File: src/hw/drb_pkg.sv
package drb_pkg;

  // APB address width and data width
  localparam int unsigned DRB_AW = 8;
  localparam int unsigned DRB_DW = 32;

  // Register indices; byte address is four times the index
  localparam logic [4:0] DRB_IDX_BASIC   = 5'h00;
  localparam logic [4:0] DRB_IDX_CHTYPE  = 5'h04;
  localparam logic [4:0] DRB_IDX_BITS    = 5'h05;
  localparam logic [4:0] DRB_IDX_CHCNT   = 5'h06;
  localparam logic [4:0] DRB_IDX_GRPERR  = 5'h07;
  localparam logic [4:0] DRB_IDX_LOST_A  = 5'h08;
  localparam logic [4:0] DRB_IDX_LOST_B  = 5'h09;
  localparam logic [4:0] DRB_IDX_LOST_C  = 5'h0a;
  localparam logic [4:0] DRB_IDX_LOST_D  = 5'h0b;
  localparam logic [4:0] DRB_IDX_MEAS0   = 5'h0c;
  localparam logic [4:0] DRB_IDX_MEAS1   = 5'h0d;
  localparam logic [4:0] DRB_IDX_MEAS2   = 5'h0e;
  localparam logic [4:0] DRB_IDX_MEAS3   = 5'h0f;
  localparam logic [4:0] DRB_IDX_CTRL    = 5'h10;
  localparam logic [4:0] DRB_IDX_IRQ_STS = 5'h11;
  localparam logic [4:0] DRB_IDX_IRQ_MSK = 5'h12;

  // Constant record contents
  localparam logic [6:0] DRB_CHTYPE_DIN  = 7'h70;
  localparam logic [7:0] DRB_BITS_PER_CH = 8'h08;
  localparam logic [7:0] DRB_CH_COUNT    = 8'h08;

  // Control register fields
  localparam int unsigned DRB_CTRL_PWM   = 0;
  localparam int unsigned DRB_CTRL_MORE  = 1;
  localparam int unsigned DRB_CTRL_CLR   = 2;

  // Interrupt status and mask fields
  localparam int unsigned DRB_EV_GRPERR  = 0;
  localparam int unsigned DRB_EV_LOSTIN  = 1;
  localparam int unsigned DRB_EV_LOSTMS  = 2;
  localparam int unsigned DRB_EV_N       = 3;

  // Reset values
  localparam logic       DRB_RST_PWM   = 1'b0;
  localparam logic       DRB_RST_MORE  = 1'b0;
  localparam logic [2:0] DRB_RST_MASK  = 3'h0;

  // Diagnostic events from the measurement logic, same clock
  typedef struct packed {
    logic [3:0]  grp_err;
    logic [3:0]  fm_err;
    logic [15:0] lost_in;
    logic [3:0]  lost_meas;
  } drb_events_t;

  // Whole state of the record builder
  typedef struct packed {
    logic [31:0] basic;
    logic [7:0]  err;
    logic [15:0] lost_in;
    logic [3:0]  lost_meas;
    logic        pwm;
    logic        more;
    logic [2:0]  sts;
    logic [2:0]  mask;
    logic [31:0] rdata;
    logic        slverr;
    logic        irq;
  } drb_state_t;

endpackage

File: src/hw/drb_record_builder.sv
// Local design decision: register access over APB.
`timescale 1ns/1ns
module drb_record_builder
(
  // Clock, reset, enable
  input  wire logic               pclk,
  input  wire logic               presetn,
  input  wire logic               pclken,
  // APB slave
  input  wire logic               psel,
  input  wire logic               penable,
  input  wire logic               pwrite,
  input  wire logic [drb_pkg::DRB_AW-1:0] paddr,
  input  wire logic [31:0]        pwdata,
  input  wire logic [3:0]         pstrb,
  output logic                    pready,
  output logic [31:0]             prdata,
  output logic                    pslverr,
  // Record sources
  input  wire logic [31:0]        basic_diag,
  input  wire drb_pkg::drb_events_t diag_events,
  // Interrupt and mode
  output logic                    irq,
  output logic                    mode_pwm
);
  import drb_pkg::*;

  drb_state_t s_reg;
  drb_state_t s_next;

  // Spread four flags onto the even bits of a byte
  function automatic logic [7:0] spread4(input logic [3:0] f);
    spread4 = {1'b0, f[3], 1'b0, f[2], 1'b0, f[1], 1'b0, f[0]};
  endfunction

  // Register index from a byte address, with hit flag in bit 5
  function automatic logic [5:0] decode(input logic [DRB_AW-1:0] a);
    logic ok;
    ok = (a[1:0] == 2'h0) && (a[DRB_AW-1:7] == '0);
    decode = {ok, a[6:2]};
  endfunction

  // Read multiplexer, hit flag in bit 32
  function automatic logic [32:0] rd_word(input drb_state_t s,
                                          input logic [4:0]  idx);
    logic [7:0] b;
    logic       hit;
    b   = 8'h00;
    hit = 1'b1;
    if (idx == DRB_IDX_BASIC)
      rd_word = {1'b1, s.basic};
    else
    begin
      if (idx == DRB_IDX_CHTYPE)
        b = {s.more, DRB_CHTYPE_DIN};
      else if (idx == DRB_IDX_BITS)
        b = DRB_BITS_PER_CH;
      else if (idx == DRB_IDX_CHCNT)
        b = DRB_CH_COUNT;
      else if (idx == DRB_IDX_GRPERR)
      begin
        // Upper nibble only means something while measuring
        b[3:0] = s.err[3:0];
        b[7:4] = s.pwm ? 4'h0 : s.err[7:4];
      end
      else if (idx == DRB_IDX_LOST_A)
        b = spread4(s.lost_in[3:0]);
      else if (idx == DRB_IDX_LOST_B)
        b = spread4(s.lost_in[7:4]);
      else if (idx == DRB_IDX_LOST_C)
        b = spread4(s.lost_in[11:8]);
      else if (idx == DRB_IDX_LOST_D)
        b = spread4(s.lost_in[15:12]);
      else if (idx == DRB_IDX_MEAS0)
        b = {7'h00, s.lost_meas[0] & ~s.pwm};
      else if (idx == DRB_IDX_MEAS1)
        b = {7'h00, s.lost_meas[1] & ~s.pwm};
      else if (idx == DRB_IDX_MEAS2)
        b = {7'h00, s.lost_meas[2] & ~s.pwm};
      else if (idx == DRB_IDX_MEAS3)
        b = {7'h00, s.lost_meas[3] & ~s.pwm};
      else if (idx == DRB_IDX_CTRL)
        b = {6'h00, s.more, s.pwm};
      else if (idx == DRB_IDX_IRQ_STS)
        b = {5'h00, s.sts};
      else if (idx == DRB_IDX_IRQ_MSK)
        b = {5'h00, s.mask};
      else
        hit = 1'b0;
      // Narrow registers sit in the low byte, the rest reads zero
      rd_word = {hit, 24'h000000, b};
    end
  endfunction

  // Reset image of the whole state
  function automatic drb_state_t rst_state();
    drb_state_t r;
    r        = '0;
    r.pwm    = DRB_RST_PWM;
    r.more   = DRB_RST_MORE;
    r.mask   = DRB_RST_MASK;
    rst_state = r;
  endfunction

  // Next-state logic
  always_comb
  begin
    logic [5:0]  dec;
    logic [32:0] rd;
    logic        setup;
    logic        wr;
    logic [7:0]  err_now;
    logic [7:0]  err_rise;
    logic [2:0]  ev_set;
    logic [2:0]  sts_clr;
    logic        lost_clr;
    err_now  = 8'h00;
    err_rise = 8'h00;
    ev_set   = 3'h0;
    dec      = decode(paddr);
    rd       = rd_word(s_reg, dec[4:0]);
    setup    = psel & ~penable;
    wr       = psel & penable & pwrite & ~s_reg.slverr & pstrb[0];
    sts_clr  = 3'h0;
    lost_clr = 1'b0;
    s_next   = s_reg;

    // Keep a registered copy of the basic record
    s_next.basic = basic_diag;

    // Group errors are current levels; meter errors gated by mode
    err_now  = {diag_events.fm_err & {4{~s_reg.pwm}},
                diag_events.grp_err};
    err_rise = err_now & ~s_reg.err;
    s_next.err = err_now;

    // Register writes take effect at the access edge
    if (wr && dec[4:0] == DRB_IDX_CTRL)
    begin
      s_next.pwm  = pwdata[DRB_CTRL_PWM];
      s_next.more = pwdata[DRB_CTRL_MORE];
      lost_clr    = pwdata[DRB_CTRL_CLR];
    end
    else if (wr && dec[4:0] == DRB_IDX_IRQ_STS)
      sts_clr = pwdata[2:0];
    else if (wr && dec[4:0] == DRB_IDX_IRQ_MSK)
      s_next.mask = pwdata[2:0];

    // Sticky lost flags; a new event beats a clear in the same cycle
    s_next.lost_in = (lost_clr ? 16'h0000 : s_reg.lost_in)
                     | diag_events.lost_in;
    // Measurement channels do not exist in pulse width mode
    s_next.lost_meas = (lost_clr ? 4'h0 : s_reg.lost_meas)
                       | (diag_events.lost_meas
                          & {4{~s_reg.pwm}});

    // Interrupt events, write one to clear, set wins
    ev_set                = 3'h0;
    ev_set[DRB_EV_GRPERR] = |err_rise;
    ev_set[DRB_EV_LOSTIN] = |diag_events.lost_in;
    ev_set[DRB_EV_LOSTMS] = |(diag_events.lost_meas & {4{~s_reg.pwm}});
    s_next.sts = (s_reg.sts & ~sts_clr) | ev_set;
    s_next.irq = |(s_next.sts & s_next.mask);

    // Read data and error are captured in the setup cycle; a misaligned
    // or out-of-range address must not alias onto a mapped index
    if (setup)
    begin
      s_next.rdata  = (rd[32] && dec[5] && !pwrite) ? rd[31:0]
                                                    : 32'h00000000;
      s_next.slverr = ~(rd[32] & dec[5]);
    end
  end

  // State register, frozen while the clock enable is low
  always_ff @(posedge pclk or negedge presetn)
  begin
    if (!presetn)
      s_reg <= rst_state();
    else if (pclken)
      s_reg <= s_next;
  end

  // Outputs; one wait-free access phase whenever enabled
  assign pready   = pclken;
  assign prdata   = s_reg.rdata;
  assign pslverr  = psel & penable & s_reg.slverr;
  assign irq      = s_reg.irq;
  assign mode_pwm = s_reg.pwm;

endmodule

File: config.mk
export PLATFORM = sky130hd
export DESIGN_NAME = drb_record_builder
export DESIGN_NICKNAME = d
export VERILOG_FILES = /design/src/hw/drb_pkg.sv /design/src/hw/drb_record_builder.sv
export SDC_FILE = /design/constraint.sdc
export NUM_CORES = 1
export LEC_CHECK = 0
export ABC_AREA = 0
export ABC_CLOCK_PERIOD_IN_PS = 1800
export BUFFER_PORTS_ARGS = -buffer_cell sky130_fd_sc_hd__buf_2
export CAP_MARGIN = 10
export CORE_UTILIZATION = 47
export DETAILED_ROUTE_END_ITERATION = 12
export GPL_TIMING_DRIVEN = 1
export PLACE_DENSITY_LB_ADDON = 0.25
export SYNTH_ARGS = -nofsm -noshare
export SYNTH_HDL_FRONTEND = slang
export SYNTH_SLANG_ARGS = --single-unit
File: constraint.sdc
create_clock -name pclk -period 1.8 [get_ports pclk]
set_clock_uncertainty 0.1 [all_clocks]
set_input_delay 0.45 -clock pclk [delete_from_list [all_inputs] [get_ports pclk]]
set_output_delay 0.45 -clock pclk [all_outputs]
set_load 0.005 [all_outputs]
==> results.yml, run 1 <==
logic_synthesis:
  yosysUniqueCellTypes: 54
  ys_warn_count: 0
  ys_async_sr_fraction: 1.00
  avgSynthCellArea_um2: 12.1
  synth_edf_count: 0
  synth_flop_cell: "dfrtp_1"
  synthCells: 398
  ys_ff_latch: 102
  synth-seq-area-share: 0.530
  netlist_area_mm2: 0.00482
  synth_fp_nets: 508
critical_path:
  worst_setup_path_end_kind: "flop"
  crit_type: "input port to flop"
  cp_max_fo: 5
  r2r.worst_path.cells: 7
  arrival_ns: 2.10
  timing.reg2reg.setup_slack_ns: -0.09
  worstReg2RegEnd: "irq"
  cp-start-kind: "input port"
  critPathRequiredTime_ns: 1.96
  reg2reg_from: "s_reg[1]"
sta:
  postLayoutSetupSlackWorst_ns: -0.141
  hold_viol: 0
  slew_headroom: 0.729
  worstMarginPinSlew_ns: 0.397
  max_freq_ghz: 0.515
  setup_viol: 7
  fin_crit_sh: 1.08
  rsz0062_at_grt: "true"
  fin_crit_ns: 1.94
  slew_violations: 0
run_status:
  outcome: "finished with violations"
  violations: "setup timing"
place:
  post-place-ws_ns: -0.518
  hpwl_um: 8020
  gp_congestion: 0.910
  io_buffers: 113
  dpl_cell_area_mm2: 0.00565
routing:
  postRouteAntennaNets: 0
  highest_layer: "met4"
  routed_wl_um: 11100
  wl_met1_um: 5020
  wl_per_cell_um: 16.8
  dr_wl_met3_um: 601
  drc: 0
  vias: 3580
  drt_first_pass_iters: 4
  dr_wl_met2_um: 5280
  vias_per_cell: 5.42
  drtIter0Drc: 145
cells_and_area:
  largest_reg_flops: 68
  layout-drive-gt1-share: 0.466
  nNetsFinal: 635
  register_area_mm2: 0.00255
  nFillCells: 796
  fin_area_mm2: 0.00599
  area_growth_pct: 24.4
  multi_input_area_mm2: 0.00195
  num_antenna_cells: 0
global_route:
  grt_pass1_vias: 3628
  grt_pass1_wl_um: 17900
  antenna_found_initial: 0
  grt_max_degree: 52
  grtUsageTotal: 0.226
  overflow: 0
floorplan:
  rows: 36
  start_util: 0.488
  pin_count: 146
  fp.dieW_um: 103
  die_height_um: 103
  coreArea_mm2: 0.00986
  fp.dieArea_mm2: 0.0107
clock_tree:
  htreeDepth: 3
  clk_pin_slew_ns: 0.09
  cts_root_buffer: "clkbuf_8"
  cts_tree: "built"
  cts-buffers-inserted: 9
  clk_latency_ns: 0.37
  cts.sinks: 102
  cts_buffer_depth: 2
worst_hold_path:
  hold_path_startpoint: "basic_diag[10]"
  hp-class: "input port to flop"
  whs_path_depth: 2
  min_to: "s_reg[80]"
pwr:
  pwr_density_cell_mw_per_mm2: 753
  p_leak_nw: 2.88
  peakVddDrop_v: 0.000573
flow_run:
  max-cap-violations: 0
[layout by cell type (no fill, tap or decap), drive strengths merged, types with 2 or more instances in the layout]
| cell type | Yosys | final |
|---|---|---|
| o31ai | 3 | 3 |
| a22oi | 5 | 5 |
| bufinv | 0 | 2 |
| nand2b | 7 | 7 |
| nor4b | 3 | 3 |
| a21oi | 11 | 11 |
| a21o | 3 | 3 |
| a22o | 46 | 46 |
| nand3 | 5 | 5 |
| nor4 | 8 | 8 |
| nor2b | 7 | 7 |
| dfrtp | 102 | 102 |
| mux2i | 4 | 4 |
| nand2 | 14 | 14 |
| o21ai | 16 | 16 |
| a2111oi | 2 | 2 |
| inv | 7 | 7 |
| clkbuf | 15 | 10 |
| nor3b | 2 | 2 |
| o32a | 2 | 2 |
| mux2 | 45 | 45 |
| nand4 | 3 | 3 |
| buf | 41 | 171 |
| nor2 | 16 | 16 |
| nand3b | 7 | 7 |
| o22ai | 4 | 4 |
[Yosys cell counts (2+ instances only)]
cell type,number,share of area
buf_2,2,0.0021
o31ai_1,3,0.0047
nor2_1,16,0.012
nor4_1,6,0.0078
nor4_2,2,0.0052
buf_4,34,0.053
a22o_1,46,0.084
buf_6,3,0.0070
nand3_1,5,0.0052
a21o_1,3,0.0047
buf_1,2,0.0016
mux2_2,42,0.098
mux2i_1,4,0.0083
nor2b_1,7,0.0091
o21ai_0,13,0.014
o32a_1,2,0.0042
nor3b_1,2,0.0031
nor4b_4,2,0.0099
dfrtp_1,102,0.53
nand2b_1,7,0.0091
mux2_1,3,0.0070
nand3b_1,6,0.0093
a21oi_1,11,0.011
nand4_1,3,0.0039
o21ai_1,3,0.0031
a22oi_1,5,0.0078
clkbuf_1,15,0.012
nand2_1,14,0.011
inv_1,7,0.0055
o22ai_1,4,0.0052
[through the flow]
step | utilization | total power, mW | instances | hold WS (ns) | setup TNS (ns)
detailed placement | 0.573 | 2.99 | 638 | 0.375 | -17.03
finish | 0.607 | 4.51 | 661 | 0.202 | -0.338
CTS | 0.604 | 4.56 | 660 | 0.179 | -0.175
global route | 0.607 | 4.69 | 661 | 0.178 | -2.05
floorplan | - | 2.71 | 398 | 0.0544 | -11.91
global placement | 0.573 | 2.98 | 638 | 0.369 | -16.45
[what timing repair did]
| action | in CTS | in global routing |
|---|---|---|
| cloned | 0 | 0 |
| buffers inserted | 7 | 1 |
| gates resized for setup | 8 | 6 |
| endpoints found under the hold margin | 102 | 0 |
| pin swaps | 4 | 2 |
| hold buffers | 1 | 0 |
| setup endpoints to repair | 26 | 29 |
[worst max-delay path by stage]
stage | startpoint | endpoint | cells after the start
after global routing | s_reg[1] | irq | 7
after global placement | paddr[4] | irq | 6
after floorplan | paddr[5] | irq | 6
final | paddr[4] | irq | 7
after CTS | s_reg[1] | irq | 7
after detailed placement | paddr[4] | irq | 6
[cell type report]
| class | instances | share of cell area |
|---|---|---|
| Multi-Input combinational cell | 233 | 0.325 |
| Clock buffer | 10 | 0.0230 |
| Tap cell | 133 | 0.0278 |
| Sequential cell | 102 | 0.426 |
| Timing Repair Buffer | 172 | 0.182 |
| Clock inverter | 4 | 0.0121 |
| Inverter | 7 | 0.00439 |
[critical path: stages]
cell and delay [ns]:
buf_2 0.11, or3b_4 0.46, nor4b_4 0.32, buf_4 0.18, mux2i_1 0.18, o31ai_1 0.08, o32a_1 0.30
[cells by family after synthesis]
logic type | share of synthesized area
multiplexers | 0.118
AND/OR/NAND/NOR | 0.102
AO/OA/AOI/OAI | 0.169
flip-flops | 0.530
buffers and inverters | 0.0808
[power breakdown]
part	internal [mW]	switching [mW]	total [mW]	leakage, nW
Sequential	2.38	0.0503	2.43	1.21
Combinational	0.271	0.253	0.524	1.57
Clock	0.803	0.749	1.55	0.104
[metal layers]
layer,vias to the layer above,track usage
met3,18,0.0733
met2,101,0.347
met4,0,0.0823
met5,-,0
li1,1689,-
met1,1772,0.302
No activity file was read; power rests on OpenSTA's default activity.
==> run 2, diff against run 1 <==
Settings changed: ABC_CLOCK_PERIOD_IN_PS 1800 to 2200, CORE_ASPECT_RATIO from default to 1.75, CORE_UTILIZATION 47 to 52.
Clock period 1.8 ns to 2.2 ns, I/O delays scaled along.
==> run 2 against run 1 <==
  * The flow now finishes without violations
  * Combinational power down 26%
  * Core utilization up 3.4 points
  * Flip-flop and latch count unchanged
  * Final area down 3.3%
  * Hold slack better by 0.12 ns
  * Via count down 1.0%
  * Critical path depth down 1
  * Clock-buffer cell count unchanged
  * Sequential share of layout area up 1.5 points
==> results.yml, run 2 (same netlist as run 1, synthesis figures left out) <==
critical_path:
  cp_max_fo: 4
  crit_type: "input port to flop"
  r2r.worst_path.cells: 5
  worst_setup_path_end_kind: "flop"
  arrival_ns: 2.16
  cp-start-kind: "input port"
  critPathRequiredTime_ns: 2.33
worst_hold_path:
  hp-class: "input port to flop"
  whs_path_depth: 2
cells_and_area:
  final_cells: 627
  num_antenna_cells: 0
  final_common_cell: "buf_2"
  area_growth_pct: 20.2
  final_cell_mix: "112 x buf_2, 102 x dfrtp_1, 46 x a22o_1"
  largest_reg_flops: 68
  layout-drive-gt1-share: 0.426
  utilization: 0.641
  nNetsFinal: 612
  fin_area_mm2: 0.00579
pwr:
  seqPwrFrac: 0.507
  sw_frac_of_total: 0.252
  p_sw_mw: 0.993
  p_comb_frac: 0.099
  pwr_density_cell_mw_per_mm2: 680
  p_leak_nw: 2.76
  pwr-share-clk: 0.394
  peakVddDrop_v: 0.000459
  internal-power_mw: 2.94
global_route:
  antenna_found_initial: 0
  grt_pass1_wl_um: 17800
  grt_pass1_vias: 3605
  grtUsageTotal: 0.247
  overflow: 0
  grt_max_degree: 64
clock_tree:
  cts_root_buffer: "clkbuf_16"
  clk_latency_ns: 0.35
  cts.sinks: 102
  cts_tree: "built"
  ctsResizeCount: 0
  clk_pin_slew_ns: 0.08
  cts-buffers-inserted: 9
  cts_buffer_depth: 2
  htreeDepth: 3
floorplan:
  start_util: 0.533
  fp.dieW_um: 74.8
  rows: 46
  pin_count: 146
  die_height_um: 129
  coreArea_mm2: 0.00904
  fp.dieArea_mm2: 0.00967
routing:
  drtIter0Drc: 242
  drc: 0
  vias_per_cell: 5.65
  postRouteAntennaNets: 0
  vias: 3543
  routed_wl_um: 11200
  drt_first_pass_iters: 4
  wl_per_cell_um: 17.8
sta:
  hold_viol: 0
  worstMarginPinSlew_ns: 0.464
  hold_ws_ns: 0.327
  slew_headroom: 0.691
  fin_crit_sh: 0.925
  rsz0062_at_grt: "false"
  max_freq_ghz: 0.492
  fin_crit_ns: 2.03
  slew_violations: 0
  postLayoutSetupSlackWorst_ns: 0.166
  setup_viol: 0
place:
  post-place-ws_ns: -0.194
  hpwl_um: 8280
  io_buffers: 113
  gp_congestion: 0.896
  dpl_cell_area_mm2: 0.00549
  placedCellCount: 610
run_status:
  outcome: "finished, final reports clean"
flow_run:
  max-cap-violations: 0
## run 2: cell types whose count changed in the layout (fill, tap and decap cells not counted), sizes merged
| cell | change |
|---|---|
| inv | +5 |
| clkinvlp | -1 |
| buf | -23 |
| bufinv | -2 |
## run 2: worst max-delay path, cell delays in order
cell and delay, ns:
buf_2 0.11, or3b_4 0.44, nor4b_4 0.36, a21boi_1 0.13, o221a_1 0.24, o32a_1 0.34
## run 2: path summary, 6_finish.rpt
| check | start | slack (ns) | to |
|---|---|---|---|
| max reg2reg | s_reg[1] | 0.23 | irq |
| min reg2reg | prdata[2] | 0.39 | prdata[2] |
| min in group asynchronous | presetn | 0.44 | s_reg[42] |
| min | basic_diag[25] | 0.33 | s_reg[95] |
| max | paddr[4] | 0.17 | irq |
| max in group asynchronous | presetn | 1.04 | s_reg[65] |
## run 2: timing repair
item | CTS | global route
setup buffers | 0 | 0
hold buffers | 1 | 0
endpoints found under the hold margin | 1 | 0
## run 2: layout make-up
type / count / area, um^2
clock inverters: 6 / 57.6
fillers: 744 / 3250
inverters: 7 / 26.3
clock buffers: 10 / 229
repair buffers: 149 / 891
flip-flops and latches: 102 / 2550
multi-input cells: 233 / 1880
well taps: 120 / 150
## run 2: per-stage QoR
step           power, mW  setup TNS [ns]
2_1_floorplan       2.21         -0.0946
3_3_place_gp        2.41           -2.78
3_5_place_dp        2.42           -2.65
4_1_cts             3.97               0
5_1_grt             4.08               0
6_report            3.94               0
## run 2: power by group through the flow
stage | logic (mW) | registers, mW | clock network [mW]
after global routing | 0.429 | 2.00 | 1.65
after global placement | 0.379 | 2.03 | 0
after floorplan | 0.195 | 2.02 | 0
final | 0.388 | 2.00 | 1.55
after CTS | 0.394 | 2.00 | 1.58
after detailed placement | 0.390 | 2.03 | 0
## run 2: routing by layer
metal | vias to the layer above | wire length, um | track usage
met1 | 1771 | 4450 | 0.291
met5 | - | 0 | 0
li1 | 1649 | - | -
met2 | 104 | 5940 | 0.430
met3 | 19 | 517 | 0.0435
met4 | 0 | 287 | 0.112
